### config.mk
export PLATFORM = sky130hd
export DESIGN_NAME = usb_power_suspend_control
export DESIGN_NICKNAME = d
export VERILOG_FILES = /design/src/verilog/usb_pwr_pkg.sv /design/src/verilog/usb_power_suspend_control.sv /design/src/verilog/bit_sync.sv /design/src/verilog/settle_timer.sv
export SDC_FILE = /design/constraint.sdc
export NUM_CORES = 1
export LEC_CHECK = 0
export ABC_AREA = 1
export BUFFER_PORTS_ARGS = -buffer_cell sky130_fd_sc_hd__buf_4
export CORE_ASPECT_RATIO = 0.8
export CORE_UTILIZATION = 45
export CTS_BUF_LIST = sky130_fd_sc_hd__clkbuf_16
export DETAILED_ROUTE_END_ITERATION = 8
export PLACE_DENSITY = 0.78
export SYNTH_ARGS = -nofsm -noshare
export SYNTH_HDL_FRONTEND = slang
export SYNTH_SLANG_ARGS = --single-unit
export TNS_END_PERCENT = 5
### constraint.sdc
create_clock -name aclk -period 1.5 [get_ports aclk]
set_clock_uncertainty 0.1 [all_clocks]
set_input_delay 0.15 -clock aclk [delete_from_list [all_inputs] [get_ports aclk]]
set_output_delay 0.15 -clock aclk [all_outputs]
set_load 0.05 [all_outputs]
### src/verilog/usb_pwr_pkg.sv
// shared constants, register map and carrier types of the usb power control block
`default_nettype none
package usb_pwr_pkg;
   // ---------------------------------------------
   // register map
   // ---------------------------------------------
   localparam int ADDR_W = 4;
   localparam logic [ADDR_W-1:0] ADDR_POWER_CONTROL = 4'h0;
   localparam logic [ADDR_W-1:0] ADDR_IRQ_STATUS = 4'h4;
   localparam logic [ADDR_W-1:0] ADDR_IRQ_MASK = 4'h8;
   localparam logic [1:0] SEL_CTRL = 2'h0;
   localparam logic [1:0] SEL_STATUS = 2'h1;
   localparam logic [1:0] SEL_MASK = 2'h2;
   localparam logic [1:0] SEL_NONE = 2'h3;
   // ---------------------------------------------
   // power control field positions
   // ---------------------------------------------
   localparam int BIT_POWER_ON = 0;
   localparam int BIT_SUSPEND = 1;
   localparam int BIT_NOT_READY = 3;
   localparam int BIT_GUARD = 4;
   localparam int BIT_ACT_PEND = 7;
   // ---------------------------------------------
   // interrupt status and mask layout
   // ---------------------------------------------
   localparam int IRQ_W = 3;
   localparam int IRQ_ACTIVITY = 0;
   localparam int IRQ_READY = 1;
   localparam int IRQ_SLEEP_REFUSED = 2;
   localparam logic [IRQ_W-1:0] IRQ_MASK_RESET = 3'h0;
   // ---------------------------------------------
   // timing and bus answers
   // ---------------------------------------------
   localparam int CLK_PERIOD_NS = 50;
   localparam int SETTLE_NS = 1000;
   localparam int SETTLE_CYCLES = (SETTLE_NS + CLK_PERIOD_NS - 1) / CLK_PERIOD_NS;
   localparam logic [1:0] RESP_OKAY = 2'h0;
   localparam logic [1:0] RESP_DECERR = 2'h3;
   // ---------------------------------------------
   // carrier types
   // ---------------------------------------------
   typedef enum logic [1:0] {PWR_OFF, PWR_ON, PWR_SETTLE} pwr_state_t;
   typedef struct packed {
      logic clk48_en;
      logic xcvr_low_power;
      logic module_en;
      logic pins_owned;
      logic analog_on;
   } usb_drive_t;
   localparam usb_drive_t DRIVE_RESET = '{clk48_en: 1'h0, xcvr_low_power: 1'h1,
      module_en: 1'h0, pins_owned: 1'h0, analog_on: 1'h0};
endpackage
`default_nettype wire

### src/verilog/usb_power_suspend_control.sv
// usb power and suspend control with its axi4-lite register slave
//
// The AXI4-Lite slave port and the placing of the registers were decided locally.
`default_nettype none
// ---------------------------------------------
// Notes on behaviour
// - bit 7 reads one while bus activity waits for its interrupt, else zero.
// - with the guard bit 4 set, sleep is blocked on activity or a pending notification.
// - with the guard bit clear, the block never holds off sleep.
// - bit 3 reads one while the module is on or still settling, zero once ready.
// - suspend bit 1 gates the 48 MHz clock and idles the transceiver.
// - power bit 0 turns the module on; clearing it releases pins and powers down.
// - bits 31-8, 6-5 and 2 of the power control register read as zero.
// ---------------------------------------------
module usb_power_suspend_control #(
   parameter int SETTLE_CYCLES = usb_pwr_pkg::SETTLE_CYCLES
) (
   // clock and reset
   input wire logic aclk,
   input wire logic aresetn,
   // write address channel
   input wire logic [usb_pwr_pkg::ADDR_W-1:0] awaddr,
   input wire logic awvalid,
   output logic awready,
   // write data channel
   input wire logic [31:0] wdata,
   input wire logic [3:0] wstrb,
   input wire logic wvalid,
   output logic wready,
   // write response channel
   output logic [1:0] bresp,
   output logic bvalid,
   input wire logic bready,
   // read address channel
   input wire logic [usb_pwr_pkg::ADDR_W-1:0] araddr,
   input wire logic arvalid,
   output logic arready,
   // read data channel
   output logic [31:0] rdata,
   output logic [1:0] rresp,
   output logic rvalid,
   input wire logic rready,
   // usb side
   input wire logic bus_activity,
   input wire logic notify_pending,
   output usb_pwr_pkg::usb_drive_t usb_drive,
   // sleep controller
   input wire logic sleep_request,
   output logic sleep_block,
   // interrupt
   output logic irq
);
   if (SETTLE_CYCLES < 2) begin : g_chk
      $error("settle cycles below two");
   end

   // address decode shared by read and write
   function automatic logic [1:0] reg_sel(input logic [usb_pwr_pkg::ADDR_W-1:0] a);
      case (a)
         usb_pwr_pkg::ADDR_POWER_CONTROL: reg_sel = usb_pwr_pkg::SEL_CTRL;
         usb_pwr_pkg::ADDR_IRQ_STATUS: reg_sel = usb_pwr_pkg::SEL_STATUS;
         usb_pwr_pkg::ADDR_IRQ_MASK: reg_sel = usb_pwr_pkg::SEL_MASK;
         default: reg_sel = usb_pwr_pkg::SEL_NONE;
      endcase
   endfunction

   // ---------------------------------------------
   // state
   // ---------------------------------------------
   logic power_on_r;
   logic suspend_r;
   logic guard_r;
   logic act_pend_r;
   logic act_d_r;
   logic [usb_pwr_pkg::IRQ_W-1:0] irq_status_r;
   logic [usb_pwr_pkg::IRQ_W-1:0] irq_mask_r;
   usb_pwr_pkg::pwr_state_t pwr_r;
   usb_pwr_pkg::pwr_state_t pwr_nxt;
   logic aw_hold_r;
   logic w_hold_r;
   logic [usb_pwr_pkg::ADDR_W-1:0] awaddr_r;
   logic [31:0] wdata_r;
   logic [3:0] wstrb_r;
   logic act_s;
   logic settle_done;

   // ---------------------------------------------
   // bus activity input
   // ---------------------------------------------
   bit_sync #(.WIDTH(1)) u_act_sync (
      .aclk(aclk),
      .aresetn(aresetn),
      .async_in(bus_activity),
      .sync_out(act_s)
   );

   // activity edge counts only while powered
   logic act_rise;
   logic act_post;
   logic act_pend_nxt;
   assign act_rise = act_s & ~act_d_r & power_on_r;
   // activity interrupt can only be raised while the 48 MHz clock runs
   assign act_post = act_pend_r & power_on_r & ~suspend_r;
   assign act_pend_nxt = act_rise | (act_pend_r & ~act_post);

   // ---------------------------------------------
   // write channel
   // ---------------------------------------------
   logic aw_take;
   logic w_take;
   logic wr_do;
   logic aw_hold_nxt;
   logic w_hold_nxt;
   logic bvalid_nxt;
   logic [1:0] wr_sel;
   logic ctrl_wr;
   logic status_wr;
   logic mask_wr;
   assign aw_take = awvalid & awready;
   assign w_take = wvalid & wready;
   assign wr_do = aw_hold_r & w_hold_r & ~bvalid;
   assign aw_hold_nxt = (aw_hold_r | aw_take) & ~wr_do;
   assign w_hold_nxt = (w_hold_r | w_take) & ~wr_do;
   assign bvalid_nxt = wr_do | (bvalid & ~bready);
   assign wr_sel = reg_sel(awaddr_r);
   assign ctrl_wr = wr_do & wstrb_r[0] & (wr_sel == usb_pwr_pkg::SEL_CTRL);
   assign status_wr = wr_do & wstrb_r[0] & (wr_sel == usb_pwr_pkg::SEL_STATUS);
   assign mask_wr = wr_do & wstrb_r[0] & (wr_sel == usb_pwr_pkg::SEL_MASK);

   // address and data are held until both have arrived
   always_ff @(posedge aclk) begin
      if (!aresetn) begin
         aw_hold_r <= 1'h0;
         w_hold_r <= 1'h0;
         awready <= 1'h0;
         wready <= 1'h0;
         bvalid <= 1'h0;
         bresp <= usb_pwr_pkg::RESP_OKAY;
      end else begin
         aw_hold_r <= aw_hold_nxt;
         w_hold_r <= w_hold_nxt;
         awready <= ~aw_hold_nxt & ~bvalid_nxt;
         wready <= ~w_hold_nxt & ~bvalid_nxt;
         bvalid <= bvalid_nxt;
         if (wr_do) begin
            bresp <= (wr_sel == usb_pwr_pkg::SEL_NONE) ?
               usb_pwr_pkg::RESP_DECERR : usb_pwr_pkg::RESP_OKAY;
         end
      end
   end

   // payload capture
   always_ff @(posedge aclk) begin
      if (!aresetn) begin
         awaddr_r <= '0;
         wdata_r <= 32'h0;
         wstrb_r <= 4'h0;
      end else begin
         if (aw_take) awaddr_r <= awaddr;
         if (w_take) wdata_r <= wdata;
         if (w_take) wstrb_r <= wstrb;
      end
   end

   // ---------------------------------------------
   // power control register
   // ---------------------------------------------
   // reset to zero, pending and ready bits not writable
   always_ff @(posedge aclk) begin
      if (!aresetn) begin
         power_on_r <= 1'h0;
         suspend_r <= 1'h0;
         guard_r <= 1'h0;
         act_pend_r <= 1'h0;
         act_d_r <= 1'h0;
      end else begin
         if (ctrl_wr) power_on_r <= wdata_r[usb_pwr_pkg::BIT_POWER_ON];
         if (ctrl_wr) suspend_r <= wdata_r[usb_pwr_pkg::BIT_SUSPEND];
         if (ctrl_wr) guard_r <= wdata_r[usb_pwr_pkg::BIT_GUARD];
         act_pend_r <= act_pend_nxt;
         act_d_r <= act_s;
      end
   end

   // ---------------------------------------------
   // power sequencing
   // ---------------------------------------------
   logic not_ready;
   logic ready_ev;

   settle_timer #(.COUNT(SETTLE_CYCLES)) u_settle (
      .aclk(aclk),
      .aresetn(aresetn),
      .run(pwr_r == usb_pwr_pkg::PWR_SETTLE),
      .done(settle_done)
   );

   // off, on, then settle before ready again
   always_comb begin
      pwr_nxt = pwr_r;
      unique case (pwr_r)
         usb_pwr_pkg::PWR_OFF: begin
            if (power_on_r) pwr_nxt = usb_pwr_pkg::PWR_ON;
         end
         usb_pwr_pkg::PWR_ON: begin
            if (!power_on_r) pwr_nxt = usb_pwr_pkg::PWR_SETTLE;
         end
         usb_pwr_pkg::PWR_SETTLE: begin
            if (power_on_r) pwr_nxt = usb_pwr_pkg::PWR_ON;
            else if (settle_done) pwr_nxt = usb_pwr_pkg::PWR_OFF;
         end
         default: pwr_nxt = usb_pwr_pkg::PWR_OFF;
      endcase
   end

   // busy unless fully off and settled
   assign not_ready = (pwr_r != usb_pwr_pkg::PWR_OFF);
   assign ready_ev = (pwr_r == usb_pwr_pkg::PWR_SETTLE) & ~power_on_r & settle_done;

   // power state register
   always_ff @(posedge aclk) begin
      if (!aresetn) pwr_r <= usb_pwr_pkg::PWR_OFF;
      else pwr_r <= pwr_nxt;
   end

   // ---------------------------------------------
   // usb module drive
   // ---------------------------------------------
   usb_pwr_pkg::usb_drive_t drive_nxt;
   // suspend gates the clock and idles the transceiver
   assign drive_nxt.clk48_en = power_on_r & ~suspend_r;
   assign drive_nxt.xcvr_low_power = ~power_on_r | suspend_r;
   // switch-off holds outputs, releases pins, stops analog
   assign drive_nxt.module_en = power_on_r;
   assign drive_nxt.pins_owned = power_on_r;
   assign drive_nxt.analog_on = power_on_r;

   // drive register
   always_ff @(posedge aclk) begin
      if (!aresetn) usb_drive <= usb_pwr_pkg::DRIVE_RESET;
      else usb_drive <= drive_nxt;
   end

   // ---------------------------------------------
   // sleep guard
   // ---------------------------------------------
   logic sleep_block_nxt;
   logic refused_ev;
   // guard holds off sleep only when set
   assign sleep_block_nxt = guard_r & (act_s | act_pend_r | notify_pending);
   assign refused_ev = sleep_request & sleep_block;

   // sleep block register
   always_ff @(posedge aclk) begin
      if (!aresetn) sleep_block <= 1'h0;
      else sleep_block <= sleep_block_nxt;
   end

   // ---------------------------------------------
   // interrupt status and mask
   // ---------------------------------------------
   logic [usb_pwr_pkg::IRQ_W-1:0] irq_ev;
   logic [usb_pwr_pkg::IRQ_W-1:0] irq_clr;
   logic [usb_pwr_pkg::IRQ_W-1:0] irq_status_nxt;

   // event vector, one bit per source
   always_comb begin
      irq_ev = '0;
      irq_ev[usb_pwr_pkg::IRQ_ACTIVITY] = act_post;
      irq_ev[usb_pwr_pkg::IRQ_READY] = ready_ev;
      irq_ev[usb_pwr_pkg::IRQ_SLEEP_REFUSED] = refused_ev;
   end

   // write one to clear, a new event wins over the clear
   assign irq_clr = status_wr ? wdata_r[usb_pwr_pkg::IRQ_W-1:0] : '0;
   assign irq_status_nxt = (irq_status_r & ~irq_clr) | irq_ev;

   // status, mask and the interrupt line
   always_ff @(posedge aclk) begin
      if (!aresetn) begin
         irq_status_r <= '0;
         irq_mask_r <= usb_pwr_pkg::IRQ_MASK_RESET;
         irq <= 1'h0;
      end else begin
         irq_status_r <= irq_status_nxt;
         if (mask_wr) irq_mask_r <= wdata_r[usb_pwr_pkg::IRQ_W-1:0];
         irq <= |(irq_status_nxt & irq_mask_r);
      end
   end

   // ---------------------------------------------
   // read channel
   // ---------------------------------------------
   logic ar_take;
   logic rvalid_nxt;
   logic [1:0] rd_sel;
   logic [31:0] ctrl_word;
   logic [31:0] rd_value;
   assign ar_take = arvalid & arready;
   assign rvalid_nxt = ar_take | (rvalid & ~rready);
   assign rd_sel = reg_sel(araddr);

   always_comb begin
      ctrl_word = 32'h0;
      ctrl_word[usb_pwr_pkg::BIT_POWER_ON] = power_on_r;
      ctrl_word[usb_pwr_pkg::BIT_SUSPEND] = suspend_r;
      ctrl_word[usb_pwr_pkg::BIT_NOT_READY] = not_ready;
      ctrl_word[usb_pwr_pkg::BIT_GUARD] = guard_r;
      ctrl_word[usb_pwr_pkg::BIT_ACT_PEND] = act_pend_r;
   end

   // register select, unmapped reads return zero
   assign rd_value = (rd_sel == usb_pwr_pkg::SEL_CTRL) ? ctrl_word :
      (rd_sel == usb_pwr_pkg::SEL_STATUS) ? 32'(irq_status_r) :
      (rd_sel == usb_pwr_pkg::SEL_MASK) ? 32'(irq_mask_r) : 32'h0;

   // one read in flight, data held until taken
   always_ff @(posedge aclk) begin
      if (!aresetn) begin
         arready <= 1'h0;
         rvalid <= 1'h0;
         rdata <= 32'h0;
         rresp <= usb_pwr_pkg::RESP_OKAY;
      end else begin
         arready <= ~rvalid_nxt;
         rvalid <= rvalid_nxt;
         if (ar_take) rdata <= rd_value;
         if (ar_take) rresp <= (rd_sel == usb_pwr_pkg::SEL_NONE) ?
            usb_pwr_pkg::RESP_DECERR : usb_pwr_pkg::RESP_OKAY;
      end
   end
endmodule
`default_nettype wire

### src/verilog/bit_sync.sv
// two flip-flop synchroniser for levels that arrive from outside the clock domain
`default_nettype none
module bit_sync #(
   parameter int WIDTH = 1
) (
   // clock and reset
   input wire logic aclk,
   input wire logic aresetn,
   // levels
   input wire logic [WIDTH-1:0] async_in,
   output logic [WIDTH-1:0] sync_out
);
   logic [WIDTH-1:0] meta_r;

   if (WIDTH < 1) begin : g_chk
      $error("bit_sync width below one");
   end

   // first stage feeds only the second
   always_ff @(posedge aclk) begin
      if (!aresetn) begin
         meta_r <= '0;
         sync_out <= '0;
      end else begin
         meta_r <= async_in;
         sync_out <= meta_r;
      end
   end
endmodule
`default_nettype wire

### src/verilog/settle_timer.sv
// cycle counter that reports when a run has lasted its full count
`default_nettype none
module settle_timer #(
   parameter int COUNT = 20
) (
   // clock and reset
   input wire logic aclk,
   input wire logic aresetn,
   // control
   input wire logic run,
   output logic done
);
   localparam int CW = $clog2(COUNT + 1);
   localparam logic [CW-1:0] LAST = CW'(COUNT - 1);
   logic [CW-1:0] cnt_r;

   if (COUNT < 2) begin : g_chk
      $error("settle count below two");
   end

   // count while running, restart whenever run drops
   always_ff @(posedge aclk) begin
      if (!aresetn || !run) begin
         cnt_r <= '0;
         done <= 1'h0;
      end else if (cnt_r == LAST) begin
         done <= 1'h1;
      end else begin
         cnt_r <= cnt_r + CW'(1);
      end
   end
endmodule
`default_nettype wire

# After elaboration in Yosys (flattened, before gate mapping)
# Index checks and enable logic that the tools add are counted.
dict set report word_totals {
  word_cells 120
  in_bits 54
  out_inout_bits 48
  reg_bits 79
}
dict set report op_classes {
  n_bitwise 49
  n_eq_ne 16
  n_reduce_logical 11
  n_mux 13
  add_sub_neg 1
}
# op n
set ops {}
lappend ops {{1-bit bitwise AND} 25}
lappend ops {{2-bit case mux with 3 select lines} 3}
lappend ops {{2-bit two-way mux} 6}
lappend ops {{1-bit inverter} 12}
lappend ops {{2-bit equality test (second input constant)} 5}
lappend ops {{3-bit two-way mux} 3}
lappend ops {{4-bit by 3-bit equality test with 1-bit output (second input constant)} 2}
lappend ops {{4-bit equality test (second input constant)} 2}
lappend ops {{4-bit zero test} 2}
lappend ops {{8-bit two-way mux} 1}
lappend ops {{1-bit OR} 8}
lappend ops {{3-bit bitwise AND} 2}
lappend ops {{2-bit by 1-bit equality test with 1-bit output (second input constant)} 3}
lappend ops {{2-bit zero test} 3}
lappend ops {{5-bit by 1-bit adder with 5-bit output (second input constant)} 1}
lappend ops {{5-bit equality test (second input constant)} 1}
lappend ops {{2-bit != test (second input constant)} 2}
lappend ops {{3-bit != test (second input constant)} 1}
lappend ops {{3-bit inverter} 1}
lappend ops {{3-bit OR} 1}
lappend ops {{3-bit AND reduction} 1}
lappend ops {{3-bit OR reduction} 1}
lappend ops {{1-bit zero test} 2}
lappend ops {{2-bit nonzero test} 1}
lappend ops {{1-bit logical OR} 1}

# Logic depth before layout (Yosys ltp)
dict set report depth {
  ltp_word 10
  ltp_mapped 10
  mapped_depth_nobuf 10
}

# By module
# From an unflattened synthesis, not the netlist that was laid out.
dict set report unflattened {
  cells_unflattened 281
  hier_area_um2 2219.6
}
# module instances area_per_inst_um2 seq_area_each_um2 cells_per_inst
set by_module_without_submodules {}
lappend by_module_without_submodules {usb_power_suspend_control 1 1875.5 840.8 233}
lappend by_module_without_submodules {settle_timer 1 289.0 120.1 42}
lappend by_module_without_submodules {bit_sync 1 55.1 40.0 6}

# Worst setup path after synthesis
# Ideal clock, no wire load.
dict set report synth_path {
  kind {register -> register}
  start {reg arready}
  end {reg rdata[2]}
  path_slack_ps 43
  required_ps 1330
  n_path_buf 1
  path_stages_with_launch 6
  setup_ps 70
  t_arrival_ps 1287
  path_cell_list {dfxtp_1 > nand2_1 > inv_1 > clkbuf_1 > o21ai_0 > a21oi_1}
}
dict set report synth_between {
  elab_chain_len 1
}
# item line
set synth_lines {}
lappend synth_lines {{from (decl)} usb_power_suspend_control.sv:37} ;# output logic arready,
lappend synth_lines {{from (signal assigned)} usb_power_suspend_control.sv:325} ;# arready <= ~rvalid_nxt;
lappend synth_lines {{1-bit bitwise AND} usb_power_suspend_control.sv:299} ;# assign ar_take = arvalid & arready;
lappend synth_lines {{to (signal assigned)} usb_power_suspend_control.sv:327} ;# if (ar_take) rdata <= rd_value;
lappend synth_lines {{to (decl)} usb_power_suspend_control.sv:39} ;# output logic [31:0] rdata,
# Every way passes these cells.
# A chain may end at the register's enable or synchronous reset.

# Final worst setup path
dict set report layout_path {
  start {reg awaddr_r[3] in the netlist's numbering}
  end {reg irq}
}
dict set report layout_between {
  elab_chain_len 10
  elab_cells_between_ends 12
  classes_between {eq/ne: 3; mux: 2; bitwise: 5; reduce/logical: 2}
}
# item line
set layout_lines {}
lappend layout_lines {{from (decl)} usb_power_suspend_control.sv:81} ;# logic [usb_pwr_pkg::ADDR_W-1:0] awaddr_r;
lappend layout_lines {{from (signal assigned)} usb_power_suspend_control.sv:159} ;# if (aw_take) awaddr_r <= awaddr;
lappend layout_lines {{4-bit equality test (tied with other cells)} usb_power_suspend_control.sv:59} ;# case (a)
lappend layout_lines {{2-bit case mux with 3 select lines (*)} usb_power_suspend_control.sv:59}
lappend layout_lines {{2-bit by 1-bit equality test with 1-bit output (*)} usb_power_suspend_control.sv:127} ;# assign status_wr = wr_do & wstrb_r[0] & (wr_sel == usb_pwr_pkg::SEL_STATUS);
lappend layout_lines {{1-bit bitwise AND (*)} usb_power_suspend_control.sv:127}
lappend layout_lines {{3-bit two-way mux (*)} usb_power_suspend_control.sv:275} ;# assign irq_clr = status_wr ? wdata_r[usb_pwr_pkg::IRQ_W-1:0] : '0;
lappend layout_lines {{3-bit inverter (*)} usb_power_suspend_control.sv:276} ;# assign irq_status_nxt = (irq_status_r & ~irq_clr) | irq_ev;
lappend layout_lines {{3-bit bitwise AND (*)} usb_power_suspend_control.sv:276}
lappend layout_lines {{3-bit OR (*)} usb_power_suspend_control.sv:276}
lappend layout_lines {{3-bit bitwise AND (*)} usb_power_suspend_control.sv:287} ;# irq <= |(irq_status_nxt & irq_mask_r);
lappend layout_lines {{3-bit OR reduction (*)} usb_power_suspend_control.sv:287}
lappend layout_lines {{to (signal assigned)} usb_power_suspend_control.sv:287}
lappend layout_lines {{to (decl)} usb_power_suspend_control.sv:51} ;# output logic irq
# Mark *: on every way between the ends. The rest lies on a longest branch, timed or not.

==> summary.md <==
| Metric | Value |
|---|---|
| Total power draw | `2.91 mW` |
| Total CTS buffers | `5` |
| Largest net degree at the start of global routing | `24` |
| Worst vdd ir | `0.000566 V` |
| Max cap viols | `0` |
| Clock sinks | `50` |
| RSZ-0062 raised after global routing | `false` |
| Mapped cell area | `0.00210 sq mm` |
| Area leader, netlist | `dfxtp_1` |
| Final estimated routing congestion in global placement | `0.827` |
| Worst Path Max Fanout | `3` |
| Setup TNS | `0 ps` |
| ANT cells | `0` |
| Post-Syn Instances | `270` |
| Initial core utilization | `0.484` |
| P&R area growth vs syn | `19.4%` |
| Initial DRT Pass Iterations | `4` |
| FMAX | `0.759 GHz` |
| Die W | `78.4 microns` |
| Synth top area share | `0.477` |
| Synth warn | `0` |
| Slew Limit Fails | `0` |
| Seq pwr share | `0.484` |
| Area of the multi-input gates | `825 sq um` |
| Sw Ratio | `0.282` |
| Hold Crit Class | `in2reg` |
| Worst EP arrival | `1400 ps` |
| PostCTS Resize Cnt | `0` |
| IO Pins | `102` |
| Sw Pwr | `0.820 mW` |
| First-pass GRT wire length | `6.27 mm` |
| Startpoint Class | `register` |
| H-tree levels | `2` |
| Iteration-0 DRC Markers | `94` |
| Synth Area per Inst | `7.78 sq um` |
| Critical Path End Type | `register` |
| Most common cell after layout, fill and taps aside | `dfxtp_1` |
| GRT Total Usage | `0.163` |
| Fin nets | `369` |
| Synth cell types | `24` |
| Clk buf depth | `2` |
| CP Data Required Time | `1590 ps` |
| Power Internal | `2.09 mW` |
| Setup CP Type | `reg2reg` |
| Worst-path clk slew | `60 ps` |
| Via count | `1697` |
| Root Driver | `clkbuf_16` |
| Leading cell types in the layout, fill and taps excluded | `dfxtp_1 (50), buf_4 (45), nand2_1 (37)` |
| Post-DR vias/cell | `4.57` |
| CTS tree | `done` |
| Layout cells sized above 1 | `0.188` |
| Status | `complete, no violations` |
| WL/cell | `10.2 microns` |
| Final hold vios | `0` |
| DP Area | `0.00236 sq mm` |
| Die height | `63.1 microns` |
| Remaining DRCs | `0` |
| Skew-Pair Late Insertion Delay | `280 ps` |
| Final setup fails | `0` |
| Number of global-route vias before repair | `1511` |
| Antenna violations before repair | `0` |
| Reg-to-reg setup timing slack | `180 ps` |
| Input/output buffers | `44` |
| Finished Cell Area | `0.00251 sq mm` |
| Die footprint | `0.00494 sq mm` |
| Area contributors post-synth | `dfxtp_1 (48%), buf_4 (11%), o21ai_0 (7.4%), nand2_1 (6.6%), a21oi_1 (5.7%)` |
| Power density cells | `1160 mW/mm^2` |
| Gate power share | `0.154` |
| Tmin final | `1320 ps` |
| Reg area | `0.00100 sq mm` |
| Period utilisation layout | `0.878` |
| Flops & latches, synth | `50` |
| Total wire length | `3.80 mm` |
| Post-synthesis sequential area ratio | `0.477` |
| Total grt overflow | `0` |
| Clock power frac | `0.362` |
| Site Rows | `21` |
| Antenna Nets Post-Route | `0` |
| Fillers | `434` |
| Static Leak | `1.19 nW` |
| Core area | `0.00434 sq mm` |
| Post-DP HPWL | `2.83 mm` |
[power by group through the flow]
stage	Clock (mW)	Sequential [mW]	Combinational, mW
floorplan	0	1.51	0.313
CTS	1.08	1.41	0.449
finish	1.05	1.41	0.449
global route	1.13	1.41	0.480
global placement	0	1.44	0.442
detailed placement	0	1.44	0.446
[worst max-delay path: stages (launching register included)]
cell	delay [ps]
dfxtp_1	340
inv_2	80
nand2_1	50
nor2_1	190
nand3_1	120
nand2_1	90
nand2_1	50
nand2_1	60
nand2_1	50
nand2_1	50
nand2_1	40
[per-layer routing]
metal | global-route usage | up-vias | wire [microns] | part of all wire
met5 | 0 | - | 0 | 0
met4 | 0.0741 | 0 | 64 | 0.017
met3 | 0.0507 | 7 | 232 | 0.061
met2 | 0.260 | 56 | 1720 | 0.45
met1 | 0.202 | 741 | 1780 | 0.47
li1 | - | 893 | - | -
[cells in the mapped netlist (all sizes together)]
cell type and instances:
nand4 3, clkinv 1, dfxtp 50, conb 1, inv 33, nand3 10, a21oi 24, a2111oi 1
xnor2 1, ha 1, buf 30, o21ai 32, nand2 37, clkbuf 4, nand3b 1, nor2 33
xor2 2, nor3 6
[kinds of logic after synthesis]
| family | synth area share |
|---|---|
| AOI/OAI and AO/OA | 0.138 |
| xor gates and xnor gates | 0.0125 |
| adders and majority gates | 0.00596 |
| buffers and inverters | 0.175 |
| DFF | 0.477 |
| other | 0.00179 |
| and+or+nand+nor | 0.190 |
[stage by stage]
stage               instances  setup WS, ps  hold slack, ps  utilization
floorplan                 295          43.0             148            -
global placement          363           205             232        0.545
detailed placement        363           197             241        0.545
CTS                       371           189            14.0        0.578
global route              371          56.4            26.5        0.578
finish                    371           183            14.6        0.578
[final cells by class]
class,count,area share
sequential,50,0.399
clock buffer,5,0.0499
multi-input combinational,177,0.329
timing repair buffer,46,0.139
tap,57,0.0284
clock inverter,2,0.00399
inverter,34,0.0509
[state kept, by name, summed over array words and instances (netlist names), 2 cells and up]
signal and cells:
irq_status_r 3, awaddr_r 4, wdata_r 4, irq_mask_r 3
u_settle.cnt_r 5, rdata 6, pwr_r 2, usb_drive 3
[timing repair]
action | in CTS | in global routing
endpoints found under the setup margin | 0 | 0
buffers inserted | 0 | 0
hold buffers | 1 | 0
endpoints found under the hold margin | 1 | 0
[path summary, 6_finish.rpt]
kind	from	to	cells after the start
worst max-delay path	awaddr_r[3]	irq	10
worst min-delay path	wdata[0]	wdata_r[0]	3
worst max register to register	awaddr_r[3]	irq	10
worst min register to register	u_act_sync.meta_r	u_act_sync.sync_out	2
No activity file was read; power rests on OpenSTA's default activity.
